### src/common/fdcst_pkg.sv
// Purpose: Shared constants for the floppy controller status block
// Assumes: Host register select codes and status bit layout as wired on the chip
// Notes:   Command types decide which meaning status bits 6 to 1 carry
package fdcst_pkg;

    typedef enum logic [2:0] {
        CMD_POSITION  = 3'b000,
        CMD_RD_SECTOR = 3'b001,
        CMD_RD_ADDR   = 3'b010,
        CMD_RD_TRACK  = 3'b011,
        CMD_WR_SECTOR = 3'b100,
        CMD_WR_TRACK  = 3'b101
    } fdcst_cmd_t;

    localparam logic [1:0] REG_STATUS = 2'h0;
    localparam logic [1:0] REG_DATA   = 2'h3;

    localparam int STATUS_W      = 8;
    localparam int BIT_NOT_READY = 7;
    localparam int BIT_S6        = 6;
    localparam int BIT_S5        = 5;
    localparam int BIT_S4        = 4;
    localparam int BIT_S3        = 3;
    localparam int BIT_S2        = 2;
    localparam int BIT_S1        = 1;
    localparam int BIT_BUSY      = 0;

    localparam logic [7:0] DAL_RESET = 8'h00;
    localparam logic [1:0] CNT_EMPTY = 2'h0;
    localparam logic [1:0] CNT_ONE   = 2'h1;
    localparam logic [1:0] CNT_FULL  = 2'h2;

endpackage

### src/hdl/fdcst_status.sv
// Purpose: Status word, data request and interrupt request of a floppy controller
// Assumes: All inputs synchronous to clk_sys_i; sequencer pulses its events
// Notes:   Two-entry byte buffer between sequencer and data holding register

module fdcst_status
    import fdcst_pkg::*;
#(
    parameter int DATA_W = 8
)(
    input  wire logic                   clk_sys_i,
    input  wire logic                   reset_i,
    input  wire logic                   master_reset_input_n_i,
    input  wire logic                   chip_select_n_i,
    input  wire logic                   read_enable_n_i,
    input  wire logic                   write_enable_n_i,
    input  wire logic [1:0]             reg_sel_i,
    input  wire logic [DATA_W-1:0]      dal_i,
    output logic      [DATA_W-1:0]      dal_o,
    output logic                        dal_oe_o,
    input  wire logic                   ready_i,
    input  wire logic                   head_load_output_i,
    input  wire logic                   head_load_timing_input_i,
    input  wire logic                   track_zero_input_n_i,
    input  wire logic                   index_pulse_input_n_i,
    input  wire logic                   write_protect_i,
    input  wire logic                   cmd_load_i,
    input  wire fdcst_pkg::fdcst_cmd_t  cmd_type_i,
    input  wire logic                   force_int_i,
    input  wire logic                   force_imm_i,
    input  wire logic                   cmd_done_i,
    input  wire logic                   seek_err_i,
    input  wire logic                   record_not_found_i,
    input  wire logic                   crc_err_i,
    input  wire logic                   mark_or_fault_i,
    input  wire logic                   byte_tick_i,
    input  wire logic                   rd_byte_valid_i,
    input  wire logic [DATA_W-1:0]      rd_byte_i,
    output logic                        rd_byte_ready_o,
    output logic                        wr_byte_valid_o,
    output logic      [DATA_W-1:0]      wr_byte_o,
    input  wire logic                   wr_byte_ready_i,
    output logic                        data_request_line_o,
    output logic                        interrupt_request_line_o,
    output logic                        cmd_refused_o
);
    import fdcst_pkg::*;

    typedef struct packed {
        fdcst_cmd_t                   cmd_type;
        logic                         busy;
        logic                         irq;
        logic                         imm_int;
        logic                         refused;
        logic                         err4;
        logic                         err3;
        logic                         lost;
        logic                         wp;
        logic                         s5evt;
        logic                         re_q;
        logic                         we_q;
        logic [DATA_W-1:0]            dal;
        logic [1:0][DATA_W-1:0]       mem;
        logic                         wptr;
        logic                         rptr;
        logic [1:0]                   cnt;
    } fdcst_state_t;

    fdcst_state_t               st_r;
    fdcst_state_t               st_nxt;
    logic                       selected;
    logic                       rd_act;
    logic                       wr_act;
    logic                       stat_rd;
    logic                       data_rd;
    logic                       data_wr;
    logic                       is_write;
    logic                       is_pos;
    logic                       not_ready;
    logic                       data_req;
    logic                       push;
    logic                       pop;
    logic [STATUS_W-1:0]        status_w;

    assign selected  = !chip_select_n_i;
    assign rd_act    = selected && !read_enable_n_i;
    assign wr_act    = selected && !write_enable_n_i;
    // Act once per strobe, on its leading edge
    assign stat_rd   = rd_act && !st_r.re_q && (reg_sel_i == REG_STATUS);
    assign data_rd   = rd_act && !st_r.re_q && (reg_sel_i == REG_DATA);
    assign data_wr   = wr_act && !st_r.we_q && (reg_sel_i == REG_DATA);
    assign is_write  = (st_r.cmd_type == CMD_WR_SECTOR) || (st_r.cmd_type == CMD_WR_TRACK);
    assign is_pos    = (st_r.cmd_type == CMD_POSITION);
    assign not_ready = !ready_i || !master_reset_input_n_i;
    // Empty register asks on writes, non-empty one on reads
    assign data_req  = is_write ? (st_r.busy && st_r.cnt == CNT_EMPTY)
                                : (st_r.cnt != CNT_EMPTY);
    // Byte stream is gap agnostic: short gaps and missing index mark are fine
    assign push      = is_write ? (data_wr && st_r.cnt != CNT_FULL)
                                : (rd_byte_valid_i && st_r.cnt != CNT_FULL);
    assign pop       = is_write ? (wr_byte_ready_i && st_r.cnt != CNT_EMPTY)
                                : (data_rd && st_r.cnt != CNT_EMPTY);

    always_comb
    begin
        status_w = '0;
        status_w[BIT_NOT_READY] = not_ready;
        status_w[BIT_BUSY]      = st_r.busy;
        if (is_pos)
        begin
            status_w[BIT_S6] = write_protect_i;
            status_w[BIT_S5] = head_load_output_i && head_load_timing_input_i;
            status_w[BIT_S4] = st_r.err4;
            status_w[BIT_S3] = st_r.err3;
            status_w[BIT_S2] = !track_zero_input_n_i;
            status_w[BIT_S1] = !index_pulse_input_n_i;
        end
        else
        begin
            status_w[BIT_S6] = is_write && st_r.wp;
            status_w[BIT_S5] = st_r.s5evt;
            status_w[BIT_S4] = st_r.err4;
            status_w[BIT_S3] = st_r.err3;
            status_w[BIT_S2] = st_r.lost;
            status_w[BIT_S1] = data_req;
        end
    end

    always_comb
    begin
        st_nxt      = st_r;
        st_nxt.re_q = rd_act;
        st_nxt.we_q = wr_act;
        st_nxt.refused = 1'b0;
        // Clears come first so that same-cycle events win
        if (stat_rd)
        begin
            st_nxt.dal = status_w;
            if (!st_r.imm_int)
            begin
                st_nxt.irq = 1'b0;
            end
        end
        if (data_rd)
        begin
            st_nxt.dal = st_r.mem[st_r.rptr];
        end
        if (cmd_load_i)
        begin
            st_nxt.cmd_type = cmd_type_i;
            st_nxt.err4     = 1'b0;
            st_nxt.err3     = 1'b0;
            st_nxt.lost     = 1'b0;
            st_nxt.wp       = 1'b0;
            st_nxt.s5evt    = 1'b0;
            st_nxt.irq      = 1'b0;
            st_nxt.imm_int  = 1'b0;
            st_nxt.cnt      = CNT_EMPTY;
            st_nxt.rptr     = 1'b0;
            st_nxt.wptr     = 1'b0;
            if (cmd_type_i != CMD_POSITION && not_ready)
            begin
                st_nxt.busy    = 1'b0;
                st_nxt.irq     = 1'b1;
                st_nxt.refused = 1'b1;
            end
            else
            begin
                st_nxt.busy = 1'b1;
            end
        end
        else if (force_int_i)
        begin
            // An immediate-free force or a command load lets the held request go again
            st_nxt.imm_int = force_imm_i;
            st_nxt.irq     = force_imm_i || (st_r.irq && !st_r.imm_int && !stat_rd);
            st_nxt.busy    = 1'b0;
            if (!st_r.busy)
            begin
                st_nxt.cmd_type = CMD_POSITION;
                st_nxt.err4     = 1'b0;
                st_nxt.err3     = 1'b0;
            end
        end
        else
        begin
            if (push)
            begin
                st_nxt.mem[st_r.wptr] = is_write ? dal_i : rd_byte_i;
                st_nxt.wptr           = !st_r.wptr;
            end
            if (pop)
            begin
                st_nxt.rptr = !st_r.rptr;
            end
            st_nxt.cnt = st_r.cnt + (push ? CNT_ONE : CNT_EMPTY) - (pop ? CNT_ONE : CNT_EMPTY);
        end
        if (st_r.busy && !force_int_i)
        begin
            if (is_pos ? seek_err_i : record_not_found_i)
            begin
                st_nxt.err4 = 1'b1;
            end
            if (crc_err_i)
            begin
                st_nxt.err3 = 1'b1;
            end
            if (mark_or_fault_i && (is_write || st_r.cmd_type == CMD_RD_SECTOR))
            begin
                st_nxt.s5evt = 1'b1;
            end
            if (is_write && write_protect_i)
            begin
                st_nxt.wp = 1'b1;
            end
            if (byte_tick_i && data_req && !is_pos)
            begin
                st_nxt.lost = 1'b1;
            end
            if (cmd_done_i)
            begin
                st_nxt.busy  = 1'b0;
                st_nxt.irq = 1'b1;
            end
        end
        if (!master_reset_input_n_i)
        begin
            st_nxt.busy     = 1'b0;
            st_nxt.cmd_type = CMD_POSITION;
        end
    end

    always_ff @(posedge clk_sys_i or posedge reset_i)
    begin
        if (reset_i)
        begin
            st_r          <= '0;
            st_r.cmd_type <= CMD_POSITION;
            st_r.dal      <= DAL_RESET;
        end
        else
        begin
            st_r <= st_nxt;
        end
    end

    assign dal_o                    = st_r.dal;
    // Drives the bus one cycle behind the read edge; hold read enable longer
    assign dal_oe_o                 = rd_act && st_r.re_q;
    assign rd_byte_ready_o          = !is_write && st_r.cnt != CNT_FULL;
    assign wr_byte_valid_o          = is_write && st_r.cnt != CNT_EMPTY;
    assign wr_byte_o                = st_r.mem[st_r.rptr];
    assign data_request_line_o      = data_req;
    assign interrupt_request_line_o = st_r.irq;
    assign cmd_refused_o            = st_r.refused;
endmodule
### config.mk
export PLATFORM = sky130hd
export DESIGN_NAME = fdcst_status
export DESIGN_NICKNAME = d
export VERILOG_FILES = /design/src/common/fdcst_pkg.sv /design/src/hdl/fdcst_status.sv
export SDC_FILE = /design/constraint.sdc
export NUM_CORES = 1
export LEC_CHECK = 0
export BUFFER_PORTS_ARGS = -buffer_cell sky130_fd_sc_hd__buf_2
export CORE_ASPECT_RATIO = 2
export CORE_MARGIN = 5
export CORE_UTILIZATION = 46
export CTS_CLUSTER_SIZE = 30
export DETAILED_ROUTE_END_ITERATION = 6
export GPL_ROUTABILITY_DRIVEN = 0
export PLACE_DENSITY = 0.75
export SLEW_MARGIN = 20
export SYNTH_ARGS = -nofsm -noshare
export SYNTH_HDL_FRONTEND = slang
export SYNTH_SLANG_ARGS = --single-unit
### constraint.sdc
create_clock -name clk_sys_i -period 2.6 [get_ports clk_sys_i]
set_input_delay 0.13 -clock clk_sys_i [delete_from_list [all_inputs] [get_ports clk_sys_i]]
set_output_delay 0.13 -clock clk_sys_i [all_outputs]
set_load 0.01 [all_outputs]
After elaboration in Yosys (flattened, before gate mapping)
Index checks and enable logic that the tools add are counted.
{"block": "totals", "regBits": 42, "output_inout_bits": 22}
{"block": "classes", "eq_ne": 8, "reduce_logical": 59, "bitwise": 2, "add_sub_neg": 2, "order_cmp": 3, "n_mux": 40}
{"cell": "two-way mux 8 bit", "count": 6}
{"cell": "logical AND 1 bit", "count": 26}
{"cell": "two-way mux 1 bit", "count": 18}
{"cell": "two-way mux 6 bit", "count": 3}
{"cell": "bitwise mux 16 bit", "count": 1}
{"cell": "logical NOT 1 bit", "count": 16}
{"cell": "two-way mux 4 bit", "count": 3}
{"cell": "two-way mux 2 bit", "count": 5}
{"cell": "nonzero test 2 bit", "count": 5}
{"cell": "demux 8 bit (select 1 bit)", "count": 1}
{"cell": "== test 3 bit (second input constant)", "count": 2}
{"cell": "two-way mux 3 bit", "count": 2}
{"cell": "AND reduction 2 bit", "count": 3}
{"cell": "two-way mux 5 bit", "count": 1}
{"cell": "logical NOT 2 bit", "count": 2}
{"cell": "logical OR 1 bit", "count": 4}
{"cell": "less-than comparator 1 x 2 -> 1 bit (second input constant)", "count": 2}
{"cell": "inequality test 2 bit (second input constant)", "count": 2}
{"cell": "== test 3 x 1 -> 1 bit (second input constant)", "count": 1}
{"cell": "logical NOT 3 bit", "count": 1}
{"cell": "inequality test 3 x 1 -> 1 bit (second input constant)", "count": 1}
{"cell": "inequality test 3 bit (second input constant)", "count": 1}
{"cell": "AND reduction 3 bit", "count": 1}
{"cell": "nonzero test 3 bit", "count": 1}
{"cell": "other kinds (5)", "count": 6}

Logic depth before layout (Yosys ltp)
Gate-level depths: netlist of the first run.
{"block": "depth", "ltp_word": 12, "depth_mapped": 9, "mapped_depth_nobuf": 8}

Worst setup path before layout of the first run
Ideal clock, no wire load.
{"block": "synth_timing", "path_type": "register to register", "from": "reg st_r[40] in the netlist's numbering", "to": "reg st_r[1] in the netlist's numbering", "required_ps": 2472, "period_less_slack_ps": 2146, "n_path_buf": 1, "stages_incl_launch_ff": 10, "slack_ps": 454, "arrival_ps": 2019, "cell_sequence": "dfrtp_1 nand2b_1 buf_6 nor4_4 a21oi_2 xor2_1 ha_1 nor2b_1 mux2i_1 mux2_1"}
{"block": "synth_via", "elab_chain_cells": 8, "word_cells_on_any_way": 11, "classes_between": "add/sub: 2; eq/ne: 2; mux: 6; reduce/logical: 1"}
{"element": "start: declaration", "line_no": "fdcst_status.sv:68", "text": "fdcst_state_t st_r;"}
{"element": "start signal: assignment", "line_no": "fdcst_status.sv:242", "text": "st_r <= st_nxt;"}
{"element": "== test 3 bit", "line_no": "fdcst_status.sv:91", "text": "assign is_write = (st_r.cmd_type == CMD_WR_SECTOR) || (st_r.cmd_type == CMD_WR_TRACK);"}
{"element": "logical OR 1 bit *", "line_no": "fdcst_status.sv:91"}
{"element": "two-way mux 1 bit", "line_no": "fdcst_status.sv:98", "text": "assign push = is_write ? (data_wr && st_r.cnt != CNT_FULL)"}
{"element": "two-way mux 1 bit", "line_no": "fdcst_status.sv:195", "text": "st_nxt.cnt = st_r.cnt + (push ? CNT_ONE : CNT_EMPTY) - (pop ? CNT_ONE : CNT_EMPTY);"}
{"element": "adder 2 x 1 -> 2 bit", "line_no": "fdcst_status.sv:195"}
{"element": "subtractor 2 x 1 -> 2 bit *", "line_no": "fdcst_status.sv:195"}
{"element": "two-way mux 4 bit *", "line_no": "fdcst_status.sv:171", "text": "else if (force_int_i)"}
{"element": "two-way mux 4 bit *", "line_no": "fdcst_status.sv:147", "text": "if (cmd_load_i)"}
Mark *: on every way between the ends. The rest lies on a longest branch, timed or not. The select of a mux whose other input is x is not followed.
A chain may end at the register's enable or synchronous reset.

Worst setup path in the final report of the first run
{"block": "layout_timing", "from": "in write_enable_n_i", "to": "reg st_r[1] in the netlist's numbering"}
{"block": "layout_via", "elab_chain_cells": 11}
{"element": "start: declaration", "line_no": "fdcst_status.sv:15", "text": "input wire logic write_enable_n_i,"}
{"element": "logical NOT 1 bit", "line_no": "fdcst_status.sv:86", "text": "assign wr_act = selected && !write_enable_n_i;"}
{"element": "logical AND 1 bit", "line_no": "fdcst_status.sv:86"}
{"element": "logical AND 1 bit (2 in a row)", "line_no": "fdcst_status.sv:90", "text": "assign data_wr = wr_act && !st_r.we_q && (reg_sel_i == REG_DATA);"}
{"element": "logical AND 1 bit", "line_no": "fdcst_status.sv:98"}
{"element": "two-way mux 1 bit", "line_no": "fdcst_status.sv:98"}
{"element": "two-way mux 1 bit", "line_no": "fdcst_status.sv:195"}
{"element": "adder 2 x 1 -> 2 bit", "line_no": "fdcst_status.sv:195"}
{"element": "subtractor 2 x 1 -> 2 bit", "line_no": "fdcst_status.sv:195"}
{"element": "two-way mux 4 bit", "line_no": "fdcst_status.sv:171"}
{"element": "two-way mux 4 bit", "line_no": "fdcst_status.sv:147"}
No other way between the ends. The select of a mux whose other input is x is not followed.

==> results of run 1 <==
worst reg2reg max path: stages (launching register included):
cell      delay (ns)
dfrtp_1         0.43
nand2b_1        0.22
nor4_4          0.34
a21oi_2         0.12
xor2_1          0.18
ha_1            0.21
nor2b_1         0.13
mux2i_1         0.16
mux2_1          0.33
repair_timing:
item                      in CTS  in global routing
hold endpoints to repair      43                  0
resized for setup              0                  0
hold buffers                   2                  0
setup buffers                  0                  0
final cells by class:
class,count,area [sq um]
fill,460,2000
sequential,42,1050
multi-input combinational,159,1030
timing repair buffer,70,368
clock buffer,5,68.8
tap,55,68.8
clock inverter,3,40.0
inverter,4,15.0
worst paths after layout:
check / startpoint / endpoint / cells past startpoint
setup / recovery: write_enable_n_i / st_r[1] / 10
hold / removal: read_enable_n_i / st_r[29] / 2
setup reg to reg: st_r[40] / st_r[1] / 8
hold reg to reg: st_r[15] / st_r[15] / 2
max in group asynchronous: reset_i / st_r[34] / 4
min in group asynchronous: reset_i / st_r[16] / 4
report_power, final:
part           switching [uW]  total (uW)  internal, uW
clock network             215         497           282
logic                     237         441           204
registers                69.1         842           773
registers in the layout, indices dropped and copies added, names as in the netlist:
| register | cells |
|---|---|
| st_r | 32 |
| interrupt_request_line_o | 1 |
| dal_o | 8 |
| cmd_refused_o | 1 |
stage by stage:
step / power [uW] / cells / hold WS (ns) / utilization / setup slack [ns]
after global placement: 1290 / 328 / 0.284 / 0.542 / 0.449
after global routing: 1880 / 338 / 0.0249 / 0.569 / 0.285
after detailed placement: 1300 / 328 / 0.287 / 0.542 / 0.390
final: 1780 / 338 / 0.0125 / 0.569 / 0.318
after floorplan: 1170 / 223 / 0.191 / - / 0.454
after CTS: 1800 / 338 / 0.000902 / 0.569 / 0.339
routing by layer:
layer | up-vias | track usage | share of wire
met1 | 864 | 0.189 | 0.36
met4 | 0 | 0.0681 | 0.022
met2 | 42 | 0.328 | 0.57
li1 | 887 | - | -
met3 | 7 | 0.0287 | 0.047
met5 | - | 0 | 0
cells by family (layout without fill, tap and decap cells):
family,Yosys count,count (layout)
AO/OA/AOI/OAI,49,49
AND/OR/NAND/NOR,87,87
adder cells (fa/ha/maj),1,1
XOR/XNOR,2,2
flip-flops,42,42
multiplexers,20,20
buffers and inverters,22,82
layout by cell type, fill, tap and decap left out, drive strengths merged, types with 2 or more instances in the layout:
master       synthesis  routed
nand2               24      24
mux2i               11      11
clkbuf               5       5
nor4                 2       2
o21ai               13      13
buf                 13      68
inv                  4       4
a21oi               17      17
nand2b               2       2
o22ai                6       6
a221o                3       3
or3                  4       4
nand3                3       3
and2                 6       6
nor3                 2       2
nor2b                4       4
clkinv               0       2
nor2                34      34
dlygate4sd3          0       2
dfrtp               42      42
a22o                 3       3
mux2                 9       9
==> results.md, run 1 <==
* Part of the cycle the worst path needs at 0.878
* Post-synth top cells: dfrtp_1, nor2_1, nand2_1
* Post-synth ARST share at 1.00
* Critical path buffers and inverters at 2
* HP Class: in -> reg
* Total gr overflow at 0
* Num CTS Buffers at 5
* Synth Net Count at 268
* Top-area cell type share of the netlist area at 0.474
* Min Clock Period, post-route at 2.28 ns
* CTS tree: yes
* WP data arrival at about 2.5 ns
* IO buf count at between 60 and 70
* Final Skew at approximately 0.0022 ns
* RSZ-0062 raised after global routing: no
* CTS root buf: clkbuf_8
* Total track usage at 0.176
* Drc violations at 0
* Library cells used by synthesis at 45
* Leakage power at between 0.001 and 0.0015 uW
* Final Max Slew Viols at 0
* Crit Path Class: in -> reg
* Status: finished, final reports clean
* Max Cap Violations at 0
* Setup total negative slack at 0 ns
* I/O Pins at 66
* Mux cell area share after synthesis at 0.0953
* Die ar. at roughly 0.0064 sq mm
* Number of flops mapped to enable cells by yosys at 0
* Clock Sinks at 42
* Post-DP Area at approximately 0.0025 sq mm
* Drt pass-1 iters at 4
* Post-synthesis compound-gate area fraction at 0.146
* Slew @ Worst Pin at between 0.6 and 0.7 ns
* Finished Cell Area at around 0.0026 sq mm
* Seq/Total Area, Yosys at 0.474
* Largest net degree at the start of global routing at 43
* Max Buffers Root-to-Sink at 2
* N_diodes at 0
* Main synth FF type: dfrtp_1
* Reg2Reg Setup Slack at approximately 0.36 ns
* Crit-path slowest cell: dlygate4sd3_1
* Vias in the first global route at between 1,500 and 2,000
* Die H at 108 um
* Global-route wire length before repair at ~8500 um
* Xor/xnor share of the synthesized area at 0.00789
* Area leader, netlist: dfrtp_1
* Rel. slew slack at 0.556
* Layout cell share with drive strength beyond 1 at 0.346
* # nets final at around 330
* Total power divided by cell area at 674 mW/mm^2
* Most common cell in the netlist: dfrtp_1
* Final Setup Violations at 0
* Clk_lat worst skew at 0.29 ns
* CTS H-Tree Depth at 2
* Worst vdd ir at 444 uV
* Synth warnings at 0
* DRT antenna net count at 0
* Critical Path, Cell by Cell: dlygate4sd3_1 -> buf_2 -> nand4bb_1 -> nor4_4 -> a21oi_2 -> xor2_1 -> ha_1 -> nor2b_1 -> mux2i_1 -> mux2_1
* DR vias/cell at about 5.3
* Largest family of logic cells by synthesized area: simple AND/OR/NAND/NOR gates
* CP delay by family, top: buffers and inverters
* Mapped Cells at 223
* Post-synthesis simple-gate area fraction at 0.210
* CP required at about 2.8 ns
* Syn Area/Cell at between 9 and 10 sq um
* Vias at 1,800
* Post-synthesis adder-cell area fraction at 0.00564
* Fmax achieved at 438 MHz
* Initial drt markers at 19
* Cell area after synthesis at between 0.002 and 0.0025 sq mm
* Nature of the critical path endpoint: flop
* Detailed placer's ending HPWL at 4170 um
* Yosys reg bits at 42
* Max Fanout on Critical Path at 4
* Area Growth Syn to Fin at 19.1%
* DR WL/cell at 15.7 um
* Initial Utilization at 0.478
* CTS clock-pin slew for the worst setup and hold paths at 0.07 ns
* Routed WL at 5300 um
* Slowest stage delay, CP at 0.54 ns
* Row cnt at 35
* Initial antenna violation count at 0
* Synth top area cells: dfrtp_1, nor2_1, mux2i_1
* Final Hold Viols at 0
* Startpoint Class: input pin
* DIE WIDTH at between 50 and 60 um
* Core area at 0.00464 sq mm
(Power assumes the default switching activity.)
==> run 2: changes to the inputs <==
--- a/config.mk
+++ b/config.mk
@@ -8,11 +8,11 @@
 export BUFFER_PORTS_ARGS = -buffer_cell sky130_fd_sc_hd__buf_2
 export CORE_ASPECT_RATIO = 2
 export CORE_MARGIN = 5
-export CORE_UTILIZATION = 46
+export CORE_UTILIZATION = 30
 export CTS_CLUSTER_SIZE = 30
 export DETAILED_ROUTE_END_ITERATION = 6
 export GPL_ROUTABILITY_DRIVEN = 0
-export PLACE_DENSITY = 0.75
+export PLACE_DENSITY = 0.54
 export SLEW_MARGIN = 20
 export SYNTH_ARGS = -nofsm -noshare
 export SYNTH_HDL_FRONTEND = slang
==> run 2 against run 1 <==
The flow now finishes with violations (negative hold slack). Routed wire length is 12% higher. Sequential cell count stayed put. Maximum frequency increased by 1.3%. Global-route usage fell by 4.4 points.
==> results.md, run 2 (synthesized netlist as in run 1, its figures left out) <==
* Vias in the first global route at 1,907 (+6.4%)
* Num CTS Buffers at 5 (unchanged)
* RSZ-0062 raised after global routing: no
* Crit-path slowest cell: dlygate4sd3_1
* Worst R2R End: st_r[1]
* Met3 Use GR at 0.0245 (-0.00421)
* DR vias/cell at 4.80 (-9.8%)
* Max Fanout on Critical Path at 4 (unchanged)
* Startpoint Class: input pin
* Most common cell after layout, fill and taps aside: buf_2
* Total gr overflow at 0 (unchanged)
* Reg-to-Reg Start: st_r[40]
* Global-route wire length before repair at 9600 um (+14%)
* Final Setup Violations at 0 (unchanged)
* Vias at 1,796 (-0.22%)
* Die ar. at 0.00932 sq mm (+46%)
* Drc violations at 0 (unchanged)
* Initial antenna violation count at 0 (unchanged)
* Crit Path Class: in -> reg
* CTS clock-pin slew for the worst setup and hold paths at 0.06 ns (about the same)
* Part of the cycle the worst path needs at 0.866 (-0.0116)
* IO buf count at 65 (unchanged)
* Met1 GRT Util at 0.139 (-0.0500)
* Leakage power at 0.00133 uW (+2.7%)
* N_diodes at 0 (unchanged)
* Nature of the critical path endpoint: flop
* Final Skew at 0.00411 ns (+0.00193 ns)
* Routed WL at 5910 um (+12%)
* GRT Max-Usage Layer: met2
* End-of-flow core utilization at 0.381 (-0.188)
* Drt pass-1 iters at 4 (unchanged)
* Hold Buf Count CTS at 1 (-1)
* Post-DP Area at 0.00256 sq mm (+1.8%)
* Setup total negative slack at 0 ns (unchanged)
* Min Clock Period, post-route at 2.25 ns (-0.0300 ns)
* Reg2Reg Setup Slack at 0.41 ns (+0.05 ns)
* Max Buffers Root-to-Sink at 2 (unchanged)
* DIE WIDTH at 70.8 um (+20%)
* DR WL/cell at 15.8 um (+0.79%)
* Largest net degree at the start of global routing at 43 (unchanged)
* Rel. slew slack at 0.505 (-0.0512)
* Global routing usage on met2 at 0.250 (-0.0786)
* Initial Utilization at 0.305 (-0.173)
* Critical Path, Cell by Cell: dlygate4sd3_1 -> buf_2 -> nand4bb_1 -> nor4_4 -> a21oi_2 -> xor2_1 -> ha_1 -> nor2b_1 -> mux2i_1 -> mux2_1
* CP required at 2.76 ns (-0.02 ns)
* Most frequent cells in the layout: buf_2, dfrtp_1, nor2_1, nand2_1, a21oi_1
* Core area at 0.00727 sq mm (+57%)
* Total track usage at 0.132 (-0.0440)
* Biggest register: st_r
* Critical path buffers and inverters at 2 (unchanged)
* Layout cell share with drive strength beyond 1 at 0.348 (+0.00123)
* # nets final at 326 (-0.31%)
* CTS root buf: clkbuf_16
* Clock Sinks at 42 (unchanged)
* I/O Pins at 66 (unchanged)
* WP data arrival at 2.42 ns (-0.04 ns)
* Status: finished, violations left
* Initial drt markers at 59 (+40)
* Max FFs per register at 32 (unchanged)
* Worst hold slack at -0.0251 ns (-0.0376 ns)
* Total power divided by cell area at 765 mW/mm^2 (+13%)
* Number of fill cells at 768 (+67%)
* Row cnt at 44 (+26%)
* CP delay by family, top: buffers and inverters
* Clk_lat worst skew at 0.28 ns (about the same)
* Worst vdd ir at 317 uV (-28%)
* Count of cells resized by post-cts repair at 0 (unchanged)
* Die H at 132 um (+22%)
* Finished Cell Area at 0.00277 sq mm (+4.8%)
* Max Cap Violations at 0 (unchanged)
* Failing checks: negative hold slack
* HP Class: in -> async
* Final Hold Viols at 13 (+13)
* Slowest stage delay, CP at 0.53 ns (about the same)
* Detailed placer's ending HPWL at 4640 um (+11%)
* CTS H-Tree Depth at 2 (unchanged)
* Slew @ Worst Pin at 0.734 ns (+0.0759 ns)
* DRT antenna net count at 0 (unchanged)
* Area Growth Syn to Fin at 24.7%
* Fmax achieved at 444 MHz (+1.3%)
* Worst reg2reg path depth at 8 (unchanged)
* Final Max Slew Viols at 0 (unchanged)
* CTS tree: yes
* Postcts setup bufs at 0 (unchanged)
run 2: worst max path at each step:
stage,startpoint,to,slack [ns],cells after the start
after floorplan,st_r[40],st_r[1],0.45,9
after global placement,st_r[40],st_r[1],0.45,8
after detailed placement,st_r[40],st_r[1],0.42,8
after CTS,write_enable_n_i,st_r[1],0.33,10
after global routing,write_enable_n_i,st_r[1],0.24,10
final,write_enable_n_i,st_r[1],0.35,10
run 2: metrics by stage:
stage / power [uW] / worst slack, ns / hold slack [ns] / instances
3_3_place_gp: 1300 / 0.452 / 0.303 / 365
2_1_floorplan: 1170 / 0.454 / 0.191 / 223
3_5_place_dp: 1310 / 0.423 / 0.303 / 365
5_1_grt: 2240 / 0.244 / 0.0407 / 374
6_report: 2120 / 0.348 / -0.0251 / 374
4_1_cts: 2160 / 0.325 / 0.00889 / 374
run 2: worst reg2reg max path: stages, from the launching register on:
cell and delay [ns]:
dfrtp_1 0.41, and2b_4 0.32, nor3_2 0.06, o22ai_1 0.32, xor2_1 0.14, ha_1 0.21, nor2b_1 0.12, mux2i_1 0.15
mux2_1 0.34
run 2: power breakdown:
part	total [uW]	internal, uW	switching [uW]
clock network	831	576	254
registers	843	774	68.6
logic	444	203	240
total	2120	1550	563
run 2: final cells by class:
class / instances / area, sq um / share of cell area
clock buffer: 6 / 139 / 0.0502
tap: 92 / 115 / 0.0416
inverter: 4 / 15.0 / 0.00542
multi-input combinational: 159 / 1030 / 0.372
timing repair buffer: 69 / 358 / 0.129
clock inverter: 2 / 60.1 / 0.0217
sequential: 42 / 1050 / 0.380
run 2: layer usage:
metal  up-vias  part of all wire
li1        889                 -
met1       846              0.36
met2        56              0.57
met3         5             0.051
met4         0             0.017
met5         -                 0
